<file path="config.mk">
export PLATFORM = sky130hd
export DESIGN_NAME = qupc_pin_ctrl
export DESIGN_NICKNAME = d
export VERILOG_FILES = /design/src/qupc_pkg.sv /design/src/qupc_bgen_if.sv /design/src/qupc_pin_ctrl.sv /design/src/qupc_baud_gen.sv
export SDC_FILE = /design/constraint.sdc
export NUM_CORES = 1
export LEC_CHECK = 0
export ABC_CLOCK_PERIOD_IN_PS = 8000
export BUFFER_PORTS_ARGS = -buffer_cell sky130_fd_sc_hd__buf_2
export CORE_MARGIN = 2
export CORE_UTILIZATION = 55
export CTS_CLUSTER_SIZE = 8
export DETAILED_ROUTE_END_ITERATION = 7
export PLACE_DENSITY = 0.81
export SLEW_MARGIN = 20
export SYNTH_ARGS = -nofsm -noshare
export SYNTH_HDL_FRONTEND = slang
export SYNTH_SLANG_ARGS = --single-unit
</file>
<file path="constraint.sdc">
create_clock -name core_clk -period 8 [get_ports core_clk]
set_input_delay 0.4 -clock core_clk [delete_from_list [all_inputs] [get_ports core_clk]]
set_output_delay 0.4 -clock core_clk [all_outputs]
set_load 0.01 [all_outputs]
</file>
<file path="src/qupc_pkg.sv">
// Constants, register layout and helper functions for the quad pin control.
package qupc_pkg;

    // Number of serial channels handled by the block.
    localparam int NCH = 4;
    // Index of the channel that runs from its own clock input.
    localparam int THIRD_CH = 2;

    // Core clock period and the shortest accepted reset pulse.
    localparam int CLK_PERIOD_NS = 10;
    localparam int RST_MIN_NS = 40;
    // Least reset time rounded up to whole cycles.
    localparam int RST_MIN_CYC = (RST_MIN_NS + CLK_PERIOD_NS - 1) / CLK_PERIOD_NS;
    localparam logic [2:0] RST_LAST = 3'(RST_MIN_CYC - 1);

    // Cycles after reset release during which the strap is still sampled.
    localparam logic [1:0] STRAP_SETTLE = 2'h3;
    // Last count of the divide-by-4 prescaler.
    localparam logic [1:0] PRESC_LAST = 2'h3;

    // Register address layout: bit 4 picks the status bank.
    localparam int ADDR_W = 5;
    localparam int ADDR_STATUS_BIT = 4;
    localparam logic [1:0] REG_MCTL = 2'h0;
    localparam logic [1:0] REG_FEAT = 2'h1;
    localparam logic [1:0] REG_DIVLO = 2'h2;
    localparam logic [1:0] REG_DIVHI = 2'h3;

    // Bit positions inside the modem control register.
    localparam int MCTL_TERM_BIT = 0;
    localparam int MCTL_OP1_BIT = 2;
    localparam int MCTL_OP2_BIT = 3;
    localparam int MCTL_PRESC_BIT = 7;
    // Bit position of the direction select in the feature control register.
    localparam int FEAT_DIR_BIT = 3;

    // Bit positions inside a channel status register.
    localparam int ST_DSR = 0;
    localparam int ST_CD = 1;
    localparam int ST_RI = 2;
    localparam int ST_DIV4 = 3;
    localparam int ST_STRAP = 4;
    localparam int ST_STROBE = 5;

    // Values after reset.
    localparam logic [7:0] MCTL_RST = 8'h00;
    localparam logic [7:0] FEAT_RST = 8'h00;
    localparam logic [15:0] DIV_RST = 16'h0001;

    // Positions of the pin inputs in the synchroniser vector.
    localparam int SYNC_W = 20;
    localparam int SY_STYLE = 0;
    localparam int SY_RSTPIN = 1;
    localparam int SY_STRAP = 2;
    localparam int SY_XCLK = 3;
    localparam int SY_RX = 4;
    localparam int SY_DSR = 8;
    localparam int SY_CD = 12;
    localparam int SY_RI = 16;
    // Idle pin levels: strobe style, reset off, clock low, lines high.
    localparam logic [SYNC_W-1:0] SYNC_IDLE = 20'hffff1;

    // A divisor of zero behaves as a divisor of one.
    function automatic logic [15:0] qupc_eff_div(input logic [15:0] d);
        qupc_eff_div = (d == 16'h0000) ? 16'h0001 : d;
    endfunction : qupc_eff_div

endpackage : qupc_pkg

</file>
<file path="src/qupc_bgen_if.sv">
// Signals between the pin control core and the baud generators.
`timescale 1ns/1ps
interface qupc_bgen_if;
    import qupc_pkg::*;
    logic [NCH-1:0][15:0] divisor; // Divisor per channel.
    logic [NCH-1:0] div4;          // High selects divide-by-4 prescaling.
    logic hold;                    // Holds all generators in reset; the third channel tick still follows its clock.
    logic ext_tick;                // Rising edge seen on the third clock.
    logic ext_level;               // Synchronised level of the third clock.
    logic [NCH-1:0] tick;          // One-cycle 16x sample enable.
    logic [NCH-1:0] clk16;         // Registered 16x clock waveform.
    modport ctl (output divisor, div4, hold, ext_tick, ext_level,
                 input tick, clk16);
    modport gen (input divisor, div4, hold, ext_tick, ext_level,
                 output tick, clk16);
endinterface : qupc_bgen_if

</file>
<file path="src/qupc_pin_ctrl.sv">
// Pin control core for a quad asynchronous serial controller.
`timescale 1ns/1ps
module qupc_pin_ctrl
    import qupc_pkg::*;
(
    input wire logic core_clk,
    input wire logic rst,
    input wire logic [ADDR_W-1:0] reg_addr,
    input wire logic [7:0] reg_wdata,
    input wire logic reg_wr,
    input wire logic reg_rd,
    output logic [7:0] reg_rdata,
    input wire logic bus_style_in,
    input wire logic reset_pin_in,
    input wire logic prescaler_strap,
    input wire logic osc_in,
    output logic osc_out,
    input wire logic third_channel_clock_in,
    input wire logic [NCH-1:0] tx_data_in,
    input wire logic [NCH-1:0] tx_busy_in,
    output logic [NCH-1:0] serial_tx_out,
    input wire logic [NCH-1:0] serial_rx_in,
    output logic [NCH-1:0] rx_data_out,
    output logic [NCH-1:0] rx_sample_tick,
    output logic [NCH-1:0] baud16x_clock_out,
    output logic [NCH-1:0] terminal_ready_out_n,
    output logic [NCH-1:0] spare_out1_or_dir_n,
    output logic [NCH-1:0] spare_out2_n,
    input wire logic [NCH-1:0] set_ready_in_n,
    input wire logic [NCH-1:0] carrier_sense_in_n,
    input wire logic [NCH-1:0] ring_sense_in_n,
    output logic strobe_bus_style,
    output logic device_reset
);

    logic [SYNC_W-1:0] pins;       // All pin inputs gathered.
    logic [SYNC_W-1:0] sync1_r;    // First synchroniser stage.
    logic [SYNC_W-1:0] sync2_r;    // Second synchroniser stage.
    logic ext_d_r;                 // Delayed third clock level.
    logic want_rst;                // Reset pin asserted for the bus style.
    logic [2:0] rst_cnt_r;         // Reset pulse length counter.
    logic dev_rst_r;               // Internal device reset.
    logic [1:0] cap_cnt_r;         // Strap sampling window counter.
    logic strap_r;                 // Captured prescaler strap.
    logic [NCH-1:0][7:0] mctl_r;   // Modem control register per channel.
    logic [NCH-1:0][7:0] feat_r;   // Feature control register per channel.
    logic [NCH-1:0][15:0] div_r;   // Baud divisor per channel.
    logic [NCH-1:0] ovr_r;         // Software has set the prescaler.
    logic [NCH-1:0] div4;          // Effective prescaler choice.
    logic [7:0] rd_val;            // Read data before the register.
    logic [7:0] rdata_r;           // Registered read data.
    logic [1:0] ch;                // Channel field of the address.
    logic [NCH-1:0] tx_r;          // Registered transmit outputs.
    logic [NCH-1:0] rx_r;          // Registered receive data.
    logic [NCH-1:0] term_r;        // Registered terminal ready outputs.
    logic [NCH-1:0] sp1_r;         // Registered spare one outputs.
    logic [NCH-1:0] sp2_r;         // Registered spare two outputs.
    logic style_r;                 // Registered bus style.

    qupc_bgen_if bg ();

    // The oscillator output is a buffered copy of the oscillator input.
    assign osc_out = osc_in;

    // Every pin input crosses two flip-flops before any logic sees it.
    assign pins = {ring_sense_in_n, carrier_sense_in_n, set_ready_in_n,
                   serial_rx_in, third_channel_clock_in, prescaler_strap,
                   reset_pin_in, bus_style_in};

    // Two-stage synchroniser for all pins.
    always_ff @(posedge core_clk or posedge rst) begin
        if (rst) begin
            // Idle levels keep a false start bit or edge out after reset.
            sync1_r <= SYNC_IDLE;
            sync2_r <= SYNC_IDLE;
        end else begin
            sync1_r <= pins;
            sync2_r <= sync1_r;
        end
    end

    // Delayed copy of the third clock for edge detection.
    always_ff @(posedge core_clk or posedge rst) begin
        if (rst) begin
            ext_d_r <= 1'b0;
        end else begin
            ext_d_r <= sync2_r[SY_XCLK];
        end
    end

    // The reset pin polarity follows the bus style.
    assign want_rst = sync2_r[SY_STYLE] ? sync2_r[SY_RSTPIN]
                                        : !sync2_r[SY_RSTPIN];

    // A reset is taken once the pin has stood for the least pulse time.
    // Shorter glitches never disturb the registers.
    always_ff @(posedge core_clk or posedge rst) begin
        if (rst) begin
            rst_cnt_r <= 3'h0;
            dev_rst_r <= 1'b0;
        end else if (!want_rst) begin
            rst_cnt_r <= 3'h0;
            dev_rst_r <= 1'b0;
        end else if (rst_cnt_r == RST_LAST) begin
            dev_rst_r <= 1'b1;
        end else begin
            rst_cnt_r <= rst_cnt_r + 3'h1;
        end
    end

    // The strap is followed during reset and for three cycles after each reset release only.
    always_ff @(posedge core_clk or posedge rst) begin
        if (rst) begin
            cap_cnt_r <= 2'h0;
            strap_r <= 1'b0;
        end else begin
            if (dev_rst_r) begin
                cap_cnt_r <= 2'h0;
            end else if (cap_cnt_r != STRAP_SETTLE) begin
                cap_cnt_r <= cap_cnt_r + 2'h1;
            end
            // Later strap changes are ignored.
            if (dev_rst_r || (cap_cnt_r != STRAP_SETTLE)) begin
                strap_r <= sync2_r[SY_STRAP];
            end
        end
    end

    assign ch = reg_addr[3:2];

    // Register writes; the device reset returns them to their defaults.
    always_ff @(posedge core_clk or posedge rst) begin
        if (rst) begin
            mctl_r <= {NCH{MCTL_RST}};
            feat_r <= {NCH{FEAT_RST}};
            div_r <= {NCH{DIV_RST}};
            ovr_r <= '0;
        end else if (dev_rst_r) begin
            mctl_r <= {NCH{MCTL_RST}};
            feat_r <= {NCH{FEAT_RST}};
            div_r <= {NCH{DIV_RST}};
            ovr_r <= '0;
        end else if (reg_wr && !reg_addr[ADDR_STATUS_BIT]) begin
            case (reg_addr[1:0])
                REG_MCTL: begin
                    // A write takes the prescaler choice from software.
                    mctl_r[ch] <= reg_wdata;
                    ovr_r[ch] <= 1'b1;
                end
                REG_FEAT: begin
                    feat_r[ch] <= reg_wdata;
                end
                REG_DIVLO: begin
                    div_r[ch][7:0] <= reg_wdata;
                end
                REG_DIVHI: begin
                    div_r[ch][15:8] <= reg_wdata;
                end
                default: begin
                end
            endcase
        end
    end

    // The strap chooses the prescaler until software overrides it.
    always_comb begin
        for (int i = 0; i < NCH; i++) begin
            div4[i] = ovr_r[i] ? mctl_r[i][MCTL_PRESC_BIT]
                               : !strap_r;
        end
    end

    // Read multiplexer; unmapped addresses read as zero.
    always_comb begin
        rd_val = 8'h00;
        if (reg_addr[ADDR_STATUS_BIT]) begin
            if (reg_addr[3:2] == 2'h0) begin
                rd_val[ST_DSR] = !sync2_r[SY_DSR + int'(reg_addr[1:0])];
                rd_val[ST_CD] = !sync2_r[SY_CD + int'(reg_addr[1:0])];
                rd_val[ST_RI] = !sync2_r[SY_RI + int'(reg_addr[1:0])];
                rd_val[ST_DIV4] = div4[reg_addr[1:0]];
                rd_val[ST_STRAP] = strap_r;
                rd_val[ST_STROBE] = style_r;
            end
        end else begin
            case (reg_addr[1:0])
                REG_MCTL: rd_val = mctl_r[ch];
                REG_FEAT: rd_val = feat_r[ch];
                REG_DIVLO: rd_val = div_r[ch][7:0];
                REG_DIVHI: rd_val = div_r[ch][15:8];
                default: rd_val = 8'h00;
            endcase
        end
    end

    // Read data stand for exactly the cycle after the read strobe.
    always_ff @(posedge core_clk or posedge rst) begin
        if (rst) begin
            rdata_r <= 8'h00;
        end else if (reg_rd) begin
            rdata_r <= rd_val;
        end else begin
            rdata_r <= 8'h00;
        end
    end

    // Serial line: idle high and receive ignored during reset.
    always_ff @(posedge core_clk or posedge rst) begin
        if (rst) begin
            tx_r <= '1;
            rx_r <= '1;
        end else if (dev_rst_r) begin
            tx_r <= '1;
            rx_r <= '1;
        end else begin
            tx_r <= tx_data_in;
            rx_r <= sync2_r[SY_RX +: NCH];
        end
    end

    // Handshake and spare outputs, inverted from their control bits; spare one in direction mode is the inverted busy input.
    always_ff @(posedge core_clk or posedge rst) begin
        if (rst) begin
            term_r <= '1;
            sp1_r <= '1;
            sp2_r <= '1;
        end else begin
            for (int i = 0; i < NCH; i++) begin
                term_r[i] <= !mctl_r[i][MCTL_TERM_BIT];
                sp2_r[i] <= !mctl_r[i][MCTL_OP2_BIT];
                if (feat_r[i][FEAT_DIR_BIT]) begin
                    sp1_r[i] <= !tx_busy_in[i];
                end else begin
                    sp1_r[i] <= !mctl_r[i][MCTL_OP1_BIT];
                end
            end
        end
    end

    // Bus style seen by the host side logic.
    always_ff @(posedge core_clk or posedge rst) begin
        if (rst) begin
            style_r <= 1'b0;
        end else begin
            style_r <= sync2_r[SY_STYLE];
        end
    end

    // Connections to the baud generators.
    assign bg.divisor = div_r;
    assign bg.div4 = div4;
    assign bg.hold = dev_rst_r;
    assign bg.ext_level = sync2_r[SY_XCLK];
    assign bg.ext_tick = sync2_r[SY_XCLK] && !ext_d_r;

    qupc_baud_gen u_baud (
        .core_clk(core_clk),
        .rst(rst),
        .bg(bg.gen)
    );

    assign baud16x_clock_out = bg.clk16;
    assign rx_sample_tick = bg.tick;
    assign serial_tx_out = tx_r;
    assign rx_data_out = rx_r;
    assign terminal_ready_out_n = term_r;
    assign spare_out1_or_dir_n = sp1_r;
    assign spare_out2_n = sp2_r;
    assign reg_rdata = rdata_r;
    assign strobe_bus_style = style_r;
    assign device_reset = dev_rst_r;
endmodule : qupc_pin_ctrl

</file>
<file path="src/qupc_baud_gen.sv">
// Four baud rate generators with prescaler and 16x clock output.
`timescale 1ns/1ps
module qupc_baud_gen
    import qupc_pkg::*;
(
    input wire logic core_clk,
    input wire logic rst,
    qupc_bgen_if.gen bg
);

    logic [NCH-1:0][1:0] pre_cnt_r;  // Prescaler counters.
    logic [NCH-1:0][15:0] cnt_r;     // Divisor counters.
    logic [NCH-1:0] tick_r;          // Internal generator ticks.
    logic [NCH-1:0] clk16_r;         // Registered 16x waveforms.
    logic [NCH-1:0] pre_en;          // Prescaled enable per channel.

    // The prescaler passes every cycle or one cycle in four.
    always_comb begin
        for (int i = 0; i < NCH; i++) begin
            pre_en[i] = !bg.div4[i] || (pre_cnt_r[i] == PRESC_LAST);
        end
    end

    // Prescaler counters run freely except while held.
    always_ff @(posedge core_clk or posedge rst) begin
        if (rst) begin
            pre_cnt_r <= '0;
        end else begin
            for (int i = 0; i < NCH; i++) begin
                if (bg.hold) begin
                    pre_cnt_r[i] <= 2'h0;
                end else begin
                    pre_cnt_r[i] <= pre_cnt_r[i] + 2'h1;
                end
            end
        end
    end

    // Divisor counters emit one tick per divisor period.
    always_ff @(posedge core_clk or posedge rst) begin
        if (rst) begin
            cnt_r <= '0;
            tick_r <= '0;
        end else begin
            for (int i = 0; i < NCH; i++) begin
                if (bg.hold) begin
                    cnt_r[i] <= 16'h0000;
                    tick_r[i] <= 1'b0;
                end else if (pre_en[i]) begin
                    // Wrap at the last count and mark the period.
                    if (cnt_r[i] >= qupc_eff_div(bg.divisor[i]) - 16'h0001) begin
                        cnt_r[i] <= 16'h0000;
                        tick_r[i] <= 1'b1;
                    end else begin
                        cnt_r[i] <= cnt_r[i] + 16'h0001;
                        tick_r[i] <= 1'b0;
                    end
                end else begin
                    tick_r[i] <= 1'b0;
                end
            end
        end
    end

    // Except on the third channel, which copies its clock level, the waveform is high in the upper half of the divisor period.
    // A divisor of one gives a steady high level; only the tick counts.
    always_ff @(posedge core_clk or posedge rst) begin
        if (rst) begin
            clk16_r <= '0;
        end else begin
            for (int i = 0; i < NCH; i++) begin
                if (bg.hold) begin
                    clk16_r[i] <= 1'b0;
                end else if (i == THIRD_CH) begin
                    clk16_r[i] <= bg.ext_level;
                end else begin
                    clk16_r[i] <= cnt_r[i] >= (qupc_eff_div(bg.divisor[i]) >> 1);
                end
            end
        end
    end

    // The third channel takes its ticks from its own clock input.
    always_comb begin
        for (int i = 0; i < NCH; i++) begin
            bg.tick[i] = (i == THIRD_CH) ? bg.ext_tick : tick_r[i];
        end
    end

    assign bg.clk16 = clk16_r;

endmodule : qupc_baud_gen

</file>
Word level (Yosys, flattened, before mapping)

Cells that the tools add are included.

Order comparisons: 13
Bitwise logic cells: 1
Eq/ne operators: 11
Add/subtract/negate cells: 17
Muxes and demuxes: 99
Reduce and logical (&&, ||, !) cells: 53

Operators by type and width:

| cell                  | count |
|---|---|
| $mux 16               | 18 |
| $mux 32               | 6 |
| $bwmux 64             | 2 |
| $mux 64               | 2 |
| $pmux 64 s2           | 1 |
| $add 16x1->16 const B | 4 |
| $bwmux 32             | 2 |
| $demux 16 s2          | 2 |
| $ge 16x16->1          | 4 |
| $logic_not 16->1      | 4 |
| $sub 16x1->16 const B | 4 |
| $ge 16x15->1          | 3 |
| $mux 8                | 5 |
| $mux 1                | 35 |
| $bmux 16 s2           | 1 |
| $bmux 8 s2            | 2 |
| $pmux 8 s4            | 1 |
| $logic_not 1->1       | 27 |
| $mux 4                | 5 |
| $demux 8 s2           | 1 |
| $reduce_bool 2->1     | 8 |
| $bmux 1 s5            | 3 |
| $mux 2                | 7 |
| $eq 2x2->1 const B    | 6 |
| 22 further kinds      | 41 |

Register bits: 289
Logic and storage cells: 231
Input port bits: 46

Logic depth before layout (Yosys ltp)

Word-level depth: 8
Depth in mapped cells: 17
Depth with buffers taken out: 16

Modules after synthesis

Synthesis repeated with hierarchy kept, for this count alone.

Cells, all modules: 1567
Area, all modules: 15204.6 sq um

Modules (own cells, without submodules):

| module        | cells each | seq. area each (sq um) | area an instance (sq um) | times used |
|---|---|---|---|---|
| qupc_pin_ctrl | 840        | 5302.6                 | 9082.5                   | 1 |
| qupc_baud_gen | 727        | 1526.5                 | 6122.1                   | 1 |

Worst setup path before layout

No wires, ideal clock.

Kind: reg2reg
Start: register div_r (netlist bit bg.divisor[21])
End: register u_baud.cnt_r[20] in the netlist's numbering
Library setup time: 77 ps
Period minus slack after synthesis: 3713 ps
Slack: 4287 ps
Stages on the path, launching flop included: 17
Required time: 7923 ps
Data arrival time: 3636 ps
Cell sequence: dfrtp_1 nor4_1 nand2_1 nor2_1 a31oi_1 ha_1 and2_1 nand2_1 nor2_1 xnor2_1 ha_1 and4_1 nand4_1 a31oi_1 or4_4 or3_1 o21ai_1

Longest elaborated chain between the ends: 7

RTL lines:

| what                              | line                 | RTL |
|---|---|---|
| from (decl)                       | qupc_pin_ctrl.sv:47  | `logic [NCH-1:0][15:0] div_r;` |
| from (signal assigned)            | qupc_pin_ctrl.sv:136 | `div_r <= {NCH{DIV_RST}};` |
| from (signal assigned)            | qupc_pin_ctrl.sv:141 | `div_r <= {NCH{DIV_RST}};` |
| from (signal, indexed assignment) | qupc_pin_ctrl.sv:154 | `div_r[ch][7:0] <= reg_wdata;` |
| $logic_not 16->1                  | qupc_pkg.sv:65       | `qupc_eff_div = (d == 16'h0000) ? 16'h0001 : d;` |
| $mux 16 *                         | qupc_pkg.sv:65       |  |
| $sub 16x1->16 *                   | qupc_baud_gen.sv:51  | `if (cnt_r[i] >= qupc_eff_div(bg.divisor[i]) - 16'h0001) begin` |
| $ge 16x16->1 *                    | qupc_baud_gen.sv:51  |  |
| $mux 16 *                         | qupc_baud_gen.sv:51  |  |
| $mux 16 *                         | qupc_baud_gen.sv:49  | `end else if (pre_en[i]) begin` |
| $mux 16 *                         | qupc_baud_gen.sv:46  | `if (bg.hold) begin` |
| to (signal, indexed assignment)   | qupc_baud_gen.sv:55  | `cnt_r[i] <= cnt_r[i] + 16'h0001;` |
| to (decl)                         | qupc_baud_gen.sv:12  | `logic [NCH-1:0][15:0] cnt_r;` |

Mark *: on every way between the ends. The rest lies on a longest branch, timed or not. The select of a mux whose other input is x is not followed.
A chain may end at the register's enable or synchronous reset.

Final worst setup path

Start: register div_r (netlist bit bg.divisor[20])
End: register u_baud.cnt_r[29] in the netlist's numbering

The elaborated chain is that of the path after synthesis.

==> summary.md <==
| Metric | Value |
|---|---|
| GRT Residual Overflow | 0 |
| Cell mode on critical path | nor2_1 |
| Nets | 1714 |
| Peak supply drop | 0.2013 mV |
| Routed wire length | 38300 um |
| Layout cells sized above 1 | 16.93% |
| Detailed-route DRC error count | 0 |
| Syn Nets | 1631 |
| Area share of the largest cell type after synthesis | 35.98% |
| I/O Buffers | 82 |
| Vias in the first global route | 11680 |
| Fin Hold WS | -0.01077 ns |
| Setup repair bufs after CTS | 0 |
| Drt pass-1 iters | 5 |
| Max-cap viol count | 0 |
| Clock H-tree levels | 2 |
| CTS max path bufs | 3 |
| Yosys warnings | 0 |
| Antenna viol nets, final | 0 |
| Power Density | 366.6 nW/um^2 |
| Multi-input logic area | 7347 um^2 |
| Most frequent cell after synthesis | nand2_1 |
| Count of pins over their slew limit | 0 |
| Worst Skew | 0.03153 ns |
| Fin Setup TNS | 0 ns |
| Failing checks | hold timing |
| Worst-Margin Slew | 1.073 ns |
| Largest cells by area after synthesis | dfrtp_1 (36%), dfstp_2 (10%), ha_1 (8.9%) |
| CTS tree | yes |
| First-pass GRT wire length | 61780 um |
| Clk root buf | clkbuf_16 |
| Area Growth Syn to Fin | 13.50% |
| Clk sinks | 270 |
| Post-route minimum period | 4.656 ns |
| Row Count | 59 |
| Final setup violation count | 0 |
| Die footprint | 28130 um^2 |
| Initial Utilization | 56.26% |
| Post_cts resized | 0 |
| DIE WIDTH | 167.7 um |
| Leak pwr | 7.428 nW |
| Slowest stage delay, CP | 0.79 ns |
| Slew Limit Headroom | 27.99% |
| Post-Synthesis Cells | 1480 |
| # IOs | 85 |
| RSZ-0062 raised after global routing | no |
| CTS Hold Bufs | 20 |
| Die height | 167.7 um |
| Vias per cell | 6.021 |
| Post-synth top flop | dfrtp_1 |
| Clk Latency, worst-skew pair | 0.55 ns |
| Total global routing track utilization | 27.66% |
| CTS clk-pin slew, worst paths | 0.05 ns |
| DP HPWL | 25330 um |
| Layout fillers | 1953 |
| Worst path cell trace | nor4_1 -> nand2_1 -> nor2_1 -> a31oi_1 -> ha_1 -> and2_1 -> nand2_1 -> nor2_1 -> xnor2_1 -> ha_1 -> and4_1 -> nand4_1 -> a2111oi_2 -> nor2_1 -> a41oi_1 -> nor2_1 |
| Std-Cell Core Area | 26210 um^2 |
| Worst setup path class | reg2reg |
| FFs w/ async S/R, synth | 100.0% |
| Number of flops mapped to enable cells by yosys | 0 |
| Reg area | 6833 um^2 |
| Pin count of the biggest net entering global routing | 167 |
| Most instantiated cells after synthesis | nand2_1 (242), dfrtp_1 (212), ha_1 (105), nor2_1 (100), o21ai_0 (94) |
| Kind of cell adding the most delay to the critical path | simple AND/OR/NAND/NOR gates |
| Crit. End Element | flop |
| R2r worst-path depth | 16 |
| Class of the worst hold path | in2async |
| GP Congestion | 0.9667 |
| R2R Setup Slk | 3.34 ns |
| Seq/Total Area, Yosys | 46.32% |
| Worst setup SP type | flop |
| FF-to-FF End | u_baud.cnt_r[29]$_DFFE_PP0P_ |
| Worst r2r src | bg.divisor[20]$_DFFE_PP0P_ |
| Yosys cell types | 69 |
| CP arrival | 5.04 ns |
| Antenna violations before repair | 1 |
| DR WL/cell | 19.89 um |
| Final Cycle Share | 58.21% |
| Synthesized area per cell | 9.962 um^2 |
| Worst path bufs/invs | 0 |
| DRT iter0 DRCs | 1190 |
| Area leader, netlist | dfrtp_1 |
| Final hold violation count | 6 |
| FMAX | 214.8 MHz |
| Status | complete, but fails checks |
| CP max-delay cell | nor4_1 |
| Synthesized area | 14740 um^2 |
| #FFs+latches synth | 270 |
| Via count | 11590 |
| Max FO, Critical Path | 11 |
| Cts bufs inserted | 39 |
| Critical path required time | 8.38 ns |
## worst reg2reg max path, cell delays in order (launching register included)
cell and delay, ns:
dfrtp_1 0.45, nor4_1 0.79, nand2_1 0.12, nor2_1 0.19, a31oi_1 0.14, ha_1 0.23, and2_1 0.20, nand2_1 0.13
nor2_1 0.07, xnor2_1 0.14, ha_1 0.31, and4_1 0.22, nand4_1 0.15, a2111oi_2 0.36, nor2_1 0.11, a41oi_1 0.76
nor2_1 0.11
## cell type report
type	instances	share of cell area, %
timing repair buffer	114	4.262
sequential	270	40.83
antenna	1	0.01495
inverter	70	1.615
tap	335	2.505
clock buffer	64	6.452
clock inverter	3	0.4187
multi-input combinational	1068	43.90
## power breakdown
part | total (mW) | switching (mW) | internal, mW | leakage [nW]
logic | 2.60 | 1.44 | 1.16 | 3.42
clock network | 1.55 | 0.620 | 0.927 | 0.547
registers | 1.99 | 0.304 | 1.69 | 3.46
total | 6.14 | 2.36 | 3.78 | 7.43
## per-stage QoR
step	std cells	cell area, um^2	util [%]	setup WS [ns]	power, mW
after floorplan	1480	14740	-	0.2573	3.912
after global placement	1837	15380	58.70	3.610	4.424
after detailed placement	1837	15380	58.70	3.423	4.552
after CTS	1924	16730	63.85	3.387	6.146
after global routing	1924	16730	63.85	2.913	6.582
final	1925	16730	63.86	3.344	6.136
## placed cells by master (no fill, tap or decap), drive strengths merged, types with 29 or more instances in the layout
cell type,count
buf,94
xnor2,40
ha,105
xor2,33
a21oi,92
mux4,39
mux2i,29
o21ai,101
clkbuf,64
dfrtp,212
inv,72
nor2,101
nand3,80
dfstp,58
nand2,242
## layer usage
layer | GRT usage [%] | vias up | wire, um
li1 | - | 5350 | -
met1 | 36.14 | 5639 | 15550
met2 | 44.45 | 493 | 17960
met3 | 7.256 | 108 | 3420
met4 | 10.78 | 0 | 1361
met5 | 0 | - | 0
## worst max-delay path by stage
stage                                    start                           end  slack (ns)  cells past startpoint
floorplan                                  rst    bg.divisor[10]$_DFFE_PP0P_        0.26                      1
finish              bg.divisor[20]$_DFFE_PP0P_  u_baud.cnt_r[29]$_DFFE_PP0P_        3.34                     16
global placement    bg.divisor[20]$_DFFE_PP0P_  u_baud.cnt_r[29]$_DFFE_PP0P_        3.61                     16
detailed placement  bg.divisor[20]$_DFFE_PP0P_  u_baud.cnt_r[21]$_DFFE_PP0P_        3.42                     16
CTS                 bg.divisor[20]$_DFFE_PP0P_  u_baud.cnt_r[21]$_DFFE_PP0P_        3.39                     16
global route        bg.divisor[20]$_DFFE_PP0P_  u_baud.cnt_r[25]$_DFFE_PP0P_        2.91                     16
## registers in the layout (all words and copies together) (netlist names), 2 cells and up
register / count
bg.divisor: 64
u_baud.cnt_r: 48
feat_r: 32
mctl_r: 32
sync1_r: 20
sync2_r: 20
reg_rdata: 8
u_baud.pre_cnt_r: 6
ovr_r: 4
rx_data_out: 4
serial_tx_out: 4
spare_out1_or_dir_n: 4
spare_out2_n: 4
terminal_ready_out_n: 4
u_baud.bg.clk16: 4
rst_cnt_r: 3
u_baud.tick_r: 3
cap_cnt_r: 2
## logic make-up (layout without fill, tap and decap cells)
group | count (synthesis) | after routing | share of synthesized area, %
and+or+nand+nor | 560 | 560 | 17.76
DFF | 270 | 270 | 46.32
AOI/OAI and AO/OA | 259 | 259 | 10.62
buffers and inverters | 142 | 251 | 3.895
adders and majority gates | 105 | 105 | 8.910
xor gates and xnor gates | 73 | 73 | 4.336
muxes | 71 | 71 | 8.155
other | 0 | 1 | 0
Power figures use the tool's default switching activity.
